$ cat config.mk
export PLATFORM = sky130hd
export DESIGN_NAME = hbw_device_flat
export DESIGN_NICKNAME = d
export VERILOG_FILES = /design/src/hbw_pkg.sv /design/src/hbw_if.sv /design/src/hbw_device.sv /design/src/hbw_sync3.sv /design/src/flat_wrapper.sv
export SDC_FILE = /design/constraint.sdc
export NUM_CORES = 1
export LEC_CHECK = 0
export BUFFER_PORTS_ARGS = -buffer_cell sky130_fd_sc_hd__buf_2
export CORE_ASPECT_RATIO = 1.25
export CORE_UTILIZATION = 35
export DETAILED_ROUTE_END_ITERATION = 7
export PLACE_DENSITY = 0.64
export SYNTH_ARGS = -nofsm -noshare
export SYNTH_HDL_FRONTEND = slang
export SYNTH_HIERARCHICAL = 1
export SYNTH_SLANG_ARGS = --single-unit
$ cat constraint.sdc
create_clock -name sys_clk -period 3.2 [get_ports sys_clk]
set_clock_uncertainty 0.05 [all_clocks]
set_input_delay 0 -clock sys_clk [delete_from_list [all_inputs] [get_ports sys_clk]]
set_output_delay 0 -clock sys_clk [all_outputs]
set_load 0.1 [all_outputs]
$ cat src/hbw_pkg.sv
// Shared constants and types for the host bus wait/strobe/reset port
package hbw_pkg;
    // Host bus style selection
    typedef enum logic [1:0] {
        HBW_STYLE_GENERIC = 2'h0,
        HBW_STYLE_68K     = 2'h1,
        HBW_STYLE_6800    = 2'h2
    } hbw_style_t;

    // Default data width and wait cycles
    localparam int HBW_DATA_W        = 8;
    localparam int HBW_WAIT_CYCLES   = 4;
    localparam int HBW_ADDR_W        = 1;
    // Host cycle length where no handshake exists; covers pin sync plus device wait
    localparam int HBW_FIXED_CYCLES  = 16;

    // Pin levels
    localparam logic HBW_WAIT_ACTIVE_N  = 1'b0; // Generic wait, active low
    localparam logic HBW_ACK_DONE_68K   = 1'b0; // 68K acknowledge: low means done
    localparam logic HBW_ACK_WAIT_68K   = 1'b1; // 68K acknowledge: high means wait
    localparam logic HBW_OE_DRIVE       = 1'b0; // Output enable low while driving
    localparam logic HBW_OE_RELEASE     = 1'b1;
    localparam logic HBW_STROBE_IDLE    = 1'b1;
    localparam logic HBW_SCAN_NORMAL    = 1'b0;
endpackage

$ cat src/hbw_if.sv
// Interface joining the host end and the device end of the port
`timescale 1ns/10ps
`default_nettype none
interface hbw_if;
    import hbw_pkg::*;
    logic                  cs_n;
    logic                  rd_n;
    logic                  wr_n;
    logic                  addr_strobe_n;
    logic [HBW_ADDR_W-1:0] addr;
    logic [HBW_DATA_W-1:0] wdata;
    logic [HBW_DATA_W-1:0] rdata;
    logic                  ack_out;
    logic                  ack_oe_n;
    logic                  scan_test_enable;
    logic                  ack_pin;

    // Pin level resolved from the enable; undriven pin floats high via pull
    assign ack_pin = (ack_oe_n == HBW_OE_DRIVE) ? ack_out : 1'b1;

    modport device (
        input  cs_n, rd_n, wr_n, addr_strobe_n, addr, wdata, scan_test_enable,
        output rdata, ack_out, ack_oe_n
    );
    modport host (
        output cs_n, rd_n, wr_n, addr_strobe_n, addr, wdata, scan_test_enable,
        input  rdata, ack_pin
    );
endinterface
`default_nettype wire

$ cat src/hbw_device.sv
// Device end: wait/acknowledge output, address strobe use, reset behaviour
`timescale 1ns/10ps
`default_nettype none
module hbw_device
    import hbw_pkg::*;
#(
    parameter int WAIT_CYCLES = HBW_WAIT_CYCLES
) (
    // Clock and reset
    input  wire logic                  sys_clk,
    input  wire logic                  rst_n,
    // Configuration
    input  wire hbw_style_t            bus_style,
    // Host pins
    hbw_if.device                      bus,
    // User side: register access toward the core
    output logic                       core_wr,
    output logic                       core_rd,
    output logic [HBW_ADDR_W-1:0]      core_addr,
    output logic [HBW_DATA_W-1:0]      core_wdata,
    input  wire logic [HBW_DATA_W-1:0] core_rdata,
    output logic                       busy
);
    localparam int CW = $clog2(WAIT_CYCLES + 1);
    localparam int SW = 4 + HBW_ADDR_W + HBW_DATA_W;

    typedef enum logic [1:0] {ST_IDLE, ST_WAIT, ST_DONE, ST_HOLD} hbw_dev_state_t;

    typedef struct packed {
        hbw_dev_state_t        state;
        logic [CW-1:0]         cnt;
        logic                  is_wr;
        logic                  ack_out;
        logic                  ack_oe_n;
        logic [HBW_DATA_W-1:0] rdata;
        logic                  core_wr;
        logic                  core_rd;
        logic [HBW_ADDR_W-1:0] core_addr;
        logic [HBW_DATA_W-1:0] core_wdata;
        logic                  busy;
    } hbw_dev_st_t;

    hbw_dev_st_t st_r;
    hbw_dev_st_t st_nxt;

    logic [SW-1:0]         pins_raw;
    logic [SW-1:0]         pins_s;
    logic                  cs_n_s;
    logic                  rd_n_s;
    logic                  wr_n_s;
    logic                  as_n_s;
    logic [HBW_ADDR_W-1:0] addr_s;
    logic [HBW_DATA_W-1:0] wdata_s;
    logic                  strobe_ok;
    logic                  access;
    logic                  style_68k;
    logic                  style_6800;

    ////////////////////////////////////////////////////////////////////////////
    // Pin synchronisation
    assign pins_raw = {bus.cs_n, bus.rd_n, bus.wr_n, bus.addr_strobe_n, bus.addr, bus.wdata};

    hbw_sync3 #(
        .W    (SW),
        .INIT ({{(4){1'b1}}, {(SW-4){1'b0}}})
    ) u_sync (
        .sys_clk  (sys_clk),
        .rst_n    (rst_n),
        .async_in (pins_raw),
        .sync_out (pins_s)
    );

    assign {cs_n_s, rd_n_s, wr_n_s, as_n_s, addr_s, wdata_s} = pins_s;

    ////////////////////////////////////////////////////////////////////////////
    // Access decode
    assign style_68k  = (bus_style == HBW_STYLE_68K);
    assign style_6800 = (bus_style == HBW_STYLE_6800);
    // Strobe only matters in 68K style; elsewhere the host holds it high
    assign strobe_ok  = style_68k ? !as_n_s : 1'b1;
    // Style is sampled live; a change mid-transfer is not supported
    assign access     = !cs_n_s && strobe_ok && (!rd_n_s || !wr_n_s);

    ////////////////////////////////////////////////////////////////////////////
    // Transfer sequencer
    always_comb begin
        st_nxt         = st_r;
        st_nxt.core_wr = 1'b0;
        st_nxt.core_rd = 1'b0;
        unique case (st_r.state)
            ST_IDLE: begin
                st_nxt.ack_oe_n = HBW_OE_RELEASE;
                st_nxt.busy     = 1'b0;
                if (access) begin
                    st_nxt.state     = ST_WAIT;
                    st_nxt.cnt       = CW'(WAIT_CYCLES);
                    st_nxt.is_wr     = !wr_n_s;
                    st_nxt.core_addr = addr_s;
                    st_nxt.busy      = 1'b1;
                    // No drive in 6800 style: the pin is left floating
                    st_nxt.ack_oe_n  = style_6800 ? HBW_OE_RELEASE : HBW_OE_DRIVE;
                    st_nxt.ack_out   = style_68k ? HBW_ACK_WAIT_68K
                                                 : HBW_WAIT_ACTIVE_N;
                end
            end
            ST_WAIT: begin
                if (st_r.cnt == '0) begin
                    st_nxt.state = ST_DONE;
                    if (st_r.is_wr) begin
                        st_nxt.core_wr    = 1'b1;
                        st_nxt.core_wdata = wdata_s;
                    end else begin
                        st_nxt.core_rd = 1'b1;
                    end
                end else begin
                    st_nxt.cnt = st_r.cnt - CW'(1);
                end
            end
            ST_DONE: begin
                // Read data captured one cycle after the core strobe
                if (!st_r.is_wr) begin
                    st_nxt.rdata = core_rdata;
                end
                st_nxt.ack_out = style_68k ? HBW_ACK_DONE_68K
                                           : ~HBW_WAIT_ACTIVE_N;
                st_nxt.state   = ST_HOLD;
            end
            ST_HOLD: begin
                // Hold completion until the host ends the cycle, then float
                if (cs_n_s || (rd_n_s && wr_n_s)) begin
                    st_nxt.ack_oe_n = HBW_OE_RELEASE;
                    st_nxt.state    = ST_IDLE;
                    st_nxt.busy     = 1'b0;
                end
            end
        endcase
    end

    // Reset puts all outputs inactive and released
    always_ff @(posedge sys_clk or negedge rst_n) begin
        if (!rst_n) begin
            st_r <= '{state: ST_IDLE, ack_oe_n: HBW_OE_RELEASE, ack_out: 1'b1,
                      default: '0};
        end else begin
            st_r <= st_nxt;
        end
    end

    ////////////////////////////////////////////////////////////////////////////
    // Outputs
    assign bus.ack_out  = st_r.ack_out;
    assign bus.ack_oe_n = st_r.ack_oe_n;
    assign bus.rdata    = st_r.rdata;
    assign core_wr      = st_r.core_wr;
    assign core_rd      = st_r.core_rd;
    assign core_addr    = st_r.core_addr;
    assign core_wdata   = st_r.core_wdata;
    assign busy         = st_r.busy;
endmodule
`default_nettype wire

$ cat src/hbw_sync3.sv
// Three-stage input synchroniser with agreement filter
`timescale 1ns/10ps
`default_nettype none
module hbw_sync3
    import hbw_pkg::*;
#(
    parameter int      W        = 1,
    parameter logic [W-1:0] INIT = '1
) (
    // Clock and reset
    input  wire logic         sys_clk,
    input  wire logic         rst_n,
    // Data
    input  wire logic [W-1:0] async_in,
    output logic      [W-1:0] sync_out
);
    typedef struct packed {
        logic [W-1:0] s1;
        logic [W-1:0] s2;
        logic [W-1:0] s3;
        logic [W-1:0] out;
    } hbw_sync_st_t;

    hbw_sync_st_t st_r;
    hbw_sync_st_t st_nxt;

    // First stage feeds only the second; output follows once stages 2 and 3 agree
    always_comb begin
        st_nxt    = st_r;
        st_nxt.s1 = async_in;
        st_nxt.s2 = st_r.s1;
        st_nxt.s3 = st_r.s2;
        for (int i = 0; i < W; i++) begin
            if (st_r.s2[i] == st_r.s3[i]) begin
                st_nxt.out[i] = st_r.s3[i];
            end
        end
    end

    always_ff @(posedge sys_clk or negedge rst_n) begin
        if (!rst_n) begin
            st_r <= {4{INIT}};
        end else begin
            st_r <= st_nxt;
        end
    end

    assign sync_out = st_r.out;
endmodule
`default_nettype wire

$ cat src/flat_wrapper.sv
// flat-port wrapper written by rule: the top's interface ports become plain ports
module hbw_device_flat import hbw_pkg::*;
#(
    parameter int WAIT_CYCLES = HBW_WAIT_CYCLES
)
  (sys_clk, rst_n, bus_style, core_wr, core_rd, core_addr, core_wdata, core_rdata, busy, bus_cs_n, bus_rd_n, bus_wr_n, bus_addr_strobe_n, bus_addr, bus_wdata, bus_scan_test_enable, bus_rdata, bus_ack_out, bus_ack_oe_n);
  hbw_if bus_i ();
  input  wire logic sys_clk;
  input  wire logic rst_n;
  input  wire hbw_style_t bus_style;
  output logic core_wr;
  output logic core_rd;
  output logic [HBW_ADDR_W-1:0] core_addr;
  output logic [HBW_DATA_W-1:0] core_wdata;
  input  wire logic [HBW_DATA_W-1:0] core_rdata;
  output logic busy;
  input wire logic [$bits(bus_i.cs_n)-1:0] bus_cs_n;
  input wire logic [$bits(bus_i.rd_n)-1:0] bus_rd_n;
  input wire logic [$bits(bus_i.wr_n)-1:0] bus_wr_n;
  input wire logic [$bits(bus_i.addr_strobe_n)-1:0] bus_addr_strobe_n;
  input wire logic [$bits(bus_i.addr)-1:0] bus_addr;
  input wire logic [$bits(bus_i.wdata)-1:0] bus_wdata;
  input wire logic [$bits(bus_i.scan_test_enable)-1:0] bus_scan_test_enable;
  output wire logic [$bits(bus_i.rdata)-1:0] bus_rdata;
  output wire logic [$bits(bus_i.ack_out)-1:0] bus_ack_out;
  output wire logic [$bits(bus_i.ack_oe_n)-1:0] bus_ack_oe_n;
  assign bus_i.cs_n = bus_cs_n;
  assign bus_i.rd_n = bus_rd_n;
  assign bus_i.wr_n = bus_wr_n;
  assign bus_i.addr_strobe_n = bus_addr_strobe_n;
  assign bus_i.addr = bus_addr;
  assign bus_i.wdata = bus_wdata;
  assign bus_i.scan_test_enable = bus_scan_test_enable;
  assign bus_rdata = bus_i.rdata;
  assign bus_ack_out = bus_i.ack_out;
  assign bus_ack_oe_n = bus_i.ack_oe_n;
  hbw_device #(.WAIT_CYCLES(WAIT_CYCLES)) u_core (.sys_clk(sys_clk), .rst_n(rst_n), .bus_style(bus_style), .bus(bus_i), .core_wr(core_wr), .core_rd(core_rd), .core_addr(core_addr), .core_wdata(core_wdata), .core_rdata(core_rdata), .busy(busy));
endmodule
==> out/results.ini, run 1 <==
[synth]
synth_area_um2 = 3030
synth_top_area_share_pct = 51.2
synth.top_cells.by_count = dfrtp_1 (62), buf_4 (29), mux2_2 (19), dfstp_2 (18), maj3_2 (13)
synth_edf_count = 0
syn_avg_cell_area_um2 = 14.7
syn_nets = 238
synth-seq-cells = 80
ys_async_sr_fraction_pct = 100
synth_cell_types = 32
yosys_warnings = 6
yosys.area.top_type = dfrtp_1
synth_flop_cell = dfrtp_1
synth_cells = 206
yosysMostFrequentCell = dfrtp_1
synth_area_leaders = dfrtp_1 (51%), dfstp_2 (16%), buf_4 (7.2%), mux2_2 (7.1%), maj3_2 (4.8%)
ys_seq_area_share_pct = 66.8

[cts]
clock_path_buffers = 2
cts_max_level = 3
clkSlewWorstSetupHoldPaths_ns = 0.08
holdBufCountCts = 23
post-cts-setup-buffers = 0
root_buffer = clkbuf_8
clk_latency_ns = 0.34
numClockSinks = 80
cts_tree = built
numCtsBuffers = 9
ctsResizeCount = 0

[global_routing]
grtUsageMet3_pct = 4.04
grt_pass1_wl_um = 7650
grt_overflow_total = 0
grt_use_total_pct = 11.4
grt_antenna_before_repair = 0
grt_start_max_net_pins = 81
met1_usage_pct = 13.0
grt.busiest_layer = met2
grt_pass1_vias = 1675
globalRouteMet2Util_pct = 18.5

[placed_design]
gp_congestion = 0.728
place_area_um2 = 3150
io_buffers = 46
dp_hpwl_um = 2870

[layout]
fin_area_um2 = 3600
multi_input_area_um2 = 737
final_util_pct = 43.2
drive_above_1_share_pct = 44.6
fin_nets = 285
diodes = 0
final-seq-area_um2 = 2020
nFillCells = 783
syn_to_final_growth_pct = 19.0

[setup_path]
r2r_cells = 6
required_ns = 3.38
critPathArrivalTime_ns = 2.20
cp-start-kind = flip-flop
path_max_fanout = 8
r2r-start = u_core/st_r[23]
rr_endpoint = u_core/st_r[27]
setup.worst_path.class = reg2reg
endpoint_kind = flip-flop
ff2ff_setup_slack_ns = 1.18

[routing]
routed_wirelength_um = 4510
dr.pass1.iters = 4
vias_per_cell = 4.53
wl_per_cell_um = 12.7
drtAntennaViolNets = 0
num_vias = 1607
drtIter0Drc = 86
drc = 0

[floorplan]
core-area_um2 = 8330
rows = 37
die-area_um2 = 9030
die-width_um = 85.2
chipHeight_um = 106
initial_core_util_pct = 36.4
io_pins = 48

[sta]
rsz0062_at_grt = no
tns_ns = 0
slew_violations = 0
slew-limit-headroom_pct = 36.1
setup_viol = 0
min_period_ns = 2.02
worst_pin_slew_ns = 0.958
timing.final.crit_share_pct = 63.1
timing.fmax_ghz = 0.496
hold_viol_final = 0

[worst_hold_path]
min_path_cells = 5
hp-start = bus_style[1]
hold_class = in2reg
min_to = u_core/bus.ack_oe_n

[run_status]
status = finished, final reports clean

[flow_run]
drv_cap = 0

cell type report:
type | count | area share [%]
clock buffer | 11 | 3.92
clock inverter | 5 | 2.40
inverter | 8 | 0.833
multi-input combinational | 85 | 20.5
sequential | 80 | 56.2
tap | 97 | 3.37
timing repair buffer | 69 | 12.8
metrics by stage:
step | hold slack (ns) | cells | setup slack [ns]
floorplan | -0.346 | 206 | 1.56
global placement | 0.0568 | 316 | 1.23
detailed placement | 0.0561 | 316 | 1.18
CTS | 0.0189 | 355 | 1.18
global route | 0.0729 | 355 | 1.03
finish | 0.0648 | 355 | 1.18
cell families (layout without fill, tap and decap cells):
kind of cell    after synthesis  in the layout  synth area share (%)
compound gates               23             23                  4.87
fa+ha+maj                    19             19                  7.31
buf+inv                      41             93                  8.84
flops                        80             80                  66.8
mux                          22             22                  8.05
simple gates                 21             21                  4.09
worst max-delay path, stage by stage (launching register included):
cell and delay (ns):
dfrtp_1 0.43, inv_1 0.10, ha_1 0.16, nor2b_1 0.45, o2bb2ai_1 0.18, a21oi_1 0.20, mux2_2 0.35
flip-flops by register name, indices dropped and copies added, names as in the netlist:
name,cells
u_core/bus.ack_oe_n,1
u_core/bus.ack_out,1
u_core/bus.rdata,8
u_core/busy,1
u_core/core_addr,1
u_core/core_rd,1
u_core/core_wdata,8
u_core/core_wr,1
u_core/st_r,6
u_core/u_sync/st_nxt,26
u_core/u_sync/st_r,13
u_core/u_sync/sync_out,13
worst max-delay path by stage:
stage | start | to | slack, ns | cells after the start
2_1_floorplan | u_core/st_r[23] | u_core/st_r[27] | 1.56 | 7
3_3_place_gp | u_core/st_r[26] | u_core/bus.rdata[4] | 1.23 | 4
3_5_place_dp | u_core/st_r[26] | u_core/bus.rdata[6] | 1.18 | 4
4_1_cts | u_core/st_r[26] | u_core/bus.rdata[2] | 1.18 | 4
5_1_grt | u_core/st_r[26] | u_core/bus.rdata[6] | 1.03 | 4
6_report | u_core/st_r[23] | u_core/st_r[27] | 1.18 | 6
metal layers:
layer / vias to the layer above / share of wire [%]
li1: 769 / -
met1: 798 / 45
met2: 34 / 49
met3: 6 / 4.2
met4: 0 / 2.0
met5: - / 0
layout by cell type, fill, tap and decap left out, drive strengths merged, types with 2 or more instances in the layout:
cell and count:
a21o 2, a21oi 5, and3 2, buf 46, bufinv 2, clkbuf 11
dfrtp 62, dfstp 18, dlygate4sd3 23, ha 6, inv 10, maj3 13
mux2 19, mux2i 3, nand2 2, nand2b 2, nand3 5, nor2 2
nor2b 4, o21ai 6, o22ai 3
Power of run 1 is not shown: default switching activity piles up to over one toggle a cycle in this logic, so the estimate is an artifact.
==> inputs of run 2 (changes only) <==
--- a/config.mk
+++ b/config.mk
@@ -9,7 +9,7 @@
 export CORE_ASPECT_RATIO = 1.25
 export CORE_UTILIZATION = 35
 export DETAILED_ROUTE_END_ITERATION = 7
-export PLACE_DENSITY = 0.64
+export PLACE_DENSITY = 0.66
 export SYNTH_ARGS = -nofsm -noshare
 export SYNTH_HDL_FRONTEND = slang
 export SYNTH_HIERARCHICAL = 1
==> constraint.sdc (replaced) <==
create_clock -name sys_clk -period 1.65 [get_ports sys_clk]
set_clock_uncertainty 0.05 [all_clocks]
set_input_delay 0 -clock sys_clk [delete_from_list [all_inputs] [get_ports sys_clk]]
set_output_delay 0 -clock sys_clk [all_outputs]
set_load 0.1 [all_outputs]
==> run 2 against run 1 <==
Net effect: die area unchanged; maximum frequency increased by 25%; critical endpoint unchanged; first-iteration DRC count increased by 34%; critical path depth unchanged; setup slack got worse by 1.2 ns; non-clock buffer count increased by 16.
==> out/results.ini, run 2 (synthesized netlist as in run 1, its figures left out) <==
[placed_design]
dp.cells = 330
gp_congestion = 0.769
dp_hpwl_um = 3030
place_area_um2 = 3260
io_buffers = 46

[setup_path]
required_ns = 1.83
path_max_fanout = 5
setup.worst_path.class = reg2reg
endpoint_kind = flip-flop
cp-start-kind = flip-flop
critPathMaxStageDelay_ns = 0.39
cp_slowest_cell = dfrtp_1
worstPathCellList = inv_1, ha_2, nor2b_4, o2bb2ai_1, a21oi_2, mux2_2
critPathArrivalTime_ns = 1.80

[routing]
dr.pass1.iters = 4
vias_per_cell = 4.49
drtIter0Drc = 115
drc = 0
num_vias = 1666
routed_wirelength_um = 4700
drtAntennaViolNets = 0
wl_per_cell_um = 12.7

[global_routing]
grt_antenna_before_repair = 0
grt_use_total_pct = 12.1
globalRouteMet2Util_pct = 19.8
grt_pass1_vias = 1776
grt_pass1_wl_um = 8140
grtUsageMet3_pct = 3.49
grt.busiest_layer = met2
met1_usage_pct = 13.4
grt_start_max_net_pins = 47
grt_overflow_total = 0

[worst_hold_path]
hold_class = in2reg

[cts]
numCtsBuffers = 9
cts_tree = built
clock_path_buffers = 2
numClockSinks = 80
clkSlewWorstSetupHoldPaths_ns = 0.08
root_buffer = clkbuf_8
cts_max_level = 3
clk_latency_ns = 0.35

[layout]
final_common_cell = dfrtp_1
drive_above_1_share_pct = 50.0
largest_reg_flops = 26
fin_cells = 371
syn_to_final_growth_pct = 23.6
final_cell_mix = dfrtp_1 (62), buf_2 (45), dlygate4sd3_1 (23)
fin_area_um2 = 3740
diodes = 0
fin_nets = 301
final_util_pct = 44.9

[floorplan]
core-area_um2 = 8330
initial_core_util_pct = 36.4
rows = 37
io_pins = 48
die-area_um2 = 9030
chipHeight_um = 106
die-width_um = 85.2

[sta]
slew-limit-headroom_pct = 66.9
timing.final.crit_share_pct = 98.2
hold_viol_final = 0
worst_pin_slew_ns = 0.500
rsz0062_at_grt = yes
setup_viol = 0
timing.fmax_ghz = 0.617
min_period_ns = 1.62
slew_violations = 0

[run_status]
status = finished, final reports clean

[flow_run]
drv_cap = 0

## run 2: changes by cell type in the layout (fill, tap and decap cells not counted), moves of 2 or more
cell        change
nor2b_1         -2
buf_4          +14
inv_6           -2
ha_2            +3
ha_1            -4
clkinvlp_4      +2
## run 2: timing repair
action | CTS | global route
endpoints found under the setup margin | 14 | 25
hold buffers | 23 | 0
endpoints found under the hold margin | 84 | 0
setup buffers | 0 | 2
gates resized for setup | 4 | 7
## run 2: per-stage QoR
step                hold slack, ns  setup WS [ns]  TNS, ns
floorplan                   -0.346         0.0125        0
global placement           -0.0766         -0.178    -1.52
detailed placement         -0.0699         -0.231    -1.99
CTS                        0.00410        -0.0102  -0.0314
global route                0.0514        -0.0832   -0.697
finish                      0.0243         0.0303        0
## run 2: critical path, delay by kind of cell (launching register included)
kind	cells	cell delay (ns)
adder cells (fa/ha/maj)	1	0.18
multiplexers	1	0.34
AO/OA/AOI/OAI	2	0.28
flip-flops	1	0.39
AND/OR/NAND/NOR	1	0.18
buffers and inverters	1	0.08
## run 2: worst paths after layout
check / startpoint / end / slack [ns] / cells past startpoint
max in group asynchronous: rst_n / u_core/u_sync/st_r[22] / 0.82 / 3
hold reg to reg: u_core/u_sync/st_nxt[31] / u_core/u_sync/st_nxt[18] / 0.30 / 0
min in group asynchronous: rst_n / u_core/u_sync/st_nxt[33] / 0.09 / 2
hold / removal: bus_style[1] / u_core/bus.ack_oe_n / 0.02 / 5
setup / recovery: u_core/st_r[23] / u_core/st_r[27] / 0.03 / 6
setup reg to reg: u_core/st_r[23] / u_core/st_r[27] / 0.03 / 6
## run 2: layout make-up
cell class / count / area, µm²
multi-input cells: 85 / 778
repair buffers: 85 / 599
fillers: 772 / 4590
well taps: 97 / 121
clock buffers: 11 / 131
inverters: 8 / 30.0
flip-flops and latches: 80 / 2020
clock inverters: 5 / 58.8
## run 2: routing by layer
layer / part of all wire, % / vias up / wire length [µm]
met1: 42 / 826 / 1980
met2: 52 / 33 / 2440
met3: 3.3 / 11 / 156
met4: 2.8 / 0 / 132
met5: 0 / - / 0
li1: - / 796 / -
Power of run 2 is left out for the same reason.
==> inputs of run 3 (changes only) <==
--- a/config.mk
+++ b/config.mk
@@ -9,6 +9,7 @@
 export CORE_ASPECT_RATIO = 1.25
 export CORE_UTILIZATION = 35
 export DETAILED_ROUTE_END_ITERATION = 7
+export HOLD_SLACK_MARGIN = 0.03
 export PLACE_DENSITY = 0.66
 export SYNTH_ARGS = -nofsm -noshare
 export SYNTH_HDL_FRONTEND = slang
==> run 3 against run 2 <==
Net effect: die area unchanged; final cell count up 0.27%; hold slack better by 0.065 ns; cell area up 0.27%; register-to-register slack about the same; non-clock buffer count up 1; via count about the same; first-iteration DRC count down 6.1%; maximum frequency down 0.26%; count of clock-buffer cells in the layout unchanged; critical path depth unchanged.
==> out/results.ini, run 3 (synthesized netlist as in run 1, its figures left out) <==
[sta]
rsz0062_at_grt = yes
min_period_ns = 1.62
worst_pin_slew_ns = 0.500
hold_viol_final = 0
timing.fmax_ghz = 0.616
worst_hold_slack_ns = 0.0893
setup_viol = 0
slew-limit-headroom_pct = 66.9
slew_violations = 0
timing.final.crit_share_pct = 98.4

[global_routing]
grt_use_total_pct = 12.1
grt_start_max_net_pins = 47
grt_pass1_wl_um = 8180
grt_overflow_total = 0
grt_antenna_before_repair = 0
grt_pass1_vias = 1789

[worst_hold_path]
hold_class = in2async

[placed_design]
gp_congestion = 0.769
place_area_um2 = 3260
io_buffers = 46
dp_hpwl_um = 3030

[layout]
diodes = 0
fin_nets = 302
final_util_pct = 45.0
drive_above_1_share_pct = 49.8
fin_area_um2 = 3750
final_cell_mix = dfrtp_1 (62), buf_2 (45), dlygate4sd3_1 (24)
largest_reg_flops = 26
syn_to_final_growth_pct = 23.9
final_common_cell = dfrtp_1

[routing]
dr_wl_met3_um = 161
drtAntennaViolNets = 0
drc = 0
vias_per_cell = 4.48
drtIter0Drc = 108
highest_layer = met4
routed_wirelength_um = 4720
dr.pass1.iters = 4
wl_per_cell_um = 12.7
drt-met1-wl_um = 1980
met2_length_um = 2440
num_vias = 1665

[floorplan]
rows = 37
die-width_um = 85.2
core-area_um2 = 8330
die-area_um2 = 9030
initial_core_util_pct = 36.4
chipHeight_um = 106
io_pins = 48

[cts]
clock_path_buffers = 2
cts_max_level = 3
numClockSinks = 80
clk_latency_ns = 0.35
root_buffer = clkbuf_8
clkSlewWorstSetupHoldPaths_ns = 0.08
numCtsBuffers = 9
cts_tree = built

[setup_path]
critPathArrivalTime_ns = 1.81
required_ns = 1.83
cp-start-kind = flip-flop
path_max_fanout = 5
endpoint_kind = flip-flop
setup.worst_path.class = reg2reg

[flow_run]
drv_cap = 0

[run_status]
status = finished, final reports clean

==> run 3: changes by cell type in the layout (fill, tap and decap cells not counted), sizes merged <==
cell / before / now
dlygate4sd3: 23 / 24
==> run 3: metal layers <==
layer | vias to the layer above | track usage [%]
li1 | 799 | -
met1 | 820 | 13.5
met2 | 35 | 19.9
met3 | 11 | 3.49
met4 | 0 | 8.47
met5 | - | 0
==> run 3: cell type report <==
cell class                      count  area (µm²)
Sequential cell                    80        2020
Clock inverter                      5        58.8
Fill cell                         770        4580
Multi-Input combinational cell     85         778
Clock buffer                       11         131
Timing Repair Buffer               86         609
Tap cell                           97         121
Inverter                            8        30.0
==> run 3: what timing repair did <==
item / 4_1_cts / 5_1_grt
endpoints found under the setup margin: 14 / 25
setup buffers: 0 / 2
gates resized for setup: 4 / 7
hold buffers: 24 / 0
endpoints found under the hold margin: 84 / 0
==> run 3: stage by stage <==
step / TNS (ns) / instances / setup WS [ns]
detailed placement: -1.99 / 330 / -0.231
finish: 0 / 372 / 0.0262
floorplan: 0 / 206 / 0.0125
global placement: -1.52 / 330 / -0.178
CTS: -0.0314 / 370 / -0.0102
global route: -0.697 / 372 / -0.0832
==> run 3: worst paths after layout <==
| kind | startpoint | end | slack, ns | cells after the start |
|---|---|---|---|---|
| worst max-delay path | u_core/st_r[23] | u_core/st_r[27] | 0.03 | 6 |
| worst min-delay path | rst_n | u_core/u_sync/st_nxt[33] | 0.09 | 2 |
| worst max register to register | u_core/st_r[23] | u_core/st_r[27] | 0.03 | 6 |
| worst min register to register | u_core/u_sync/st_nxt[31] | u_core/u_sync/st_nxt[18] | 0.30 | 0 |
| max in group asynchronous | rst_n | u_core/u_sync/st_r[22] | 0.82 | 3 |
| min in group sys_clk | bus_wdata[6] | u_core/u_sync/st_nxt[32] | 0.24 | 2 |
==> run 3: critical path, stage by stage, from the launching register on <==
cell       delay (ns)
dfrtp_1          0.39
inv_1            0.08
ha_2             0.18
nor2b_4          0.18
o2bb2ai_1        0.12
a21oi_2          0.16
mux2_2           0.34
Power of run 3 is left out for the same reason.
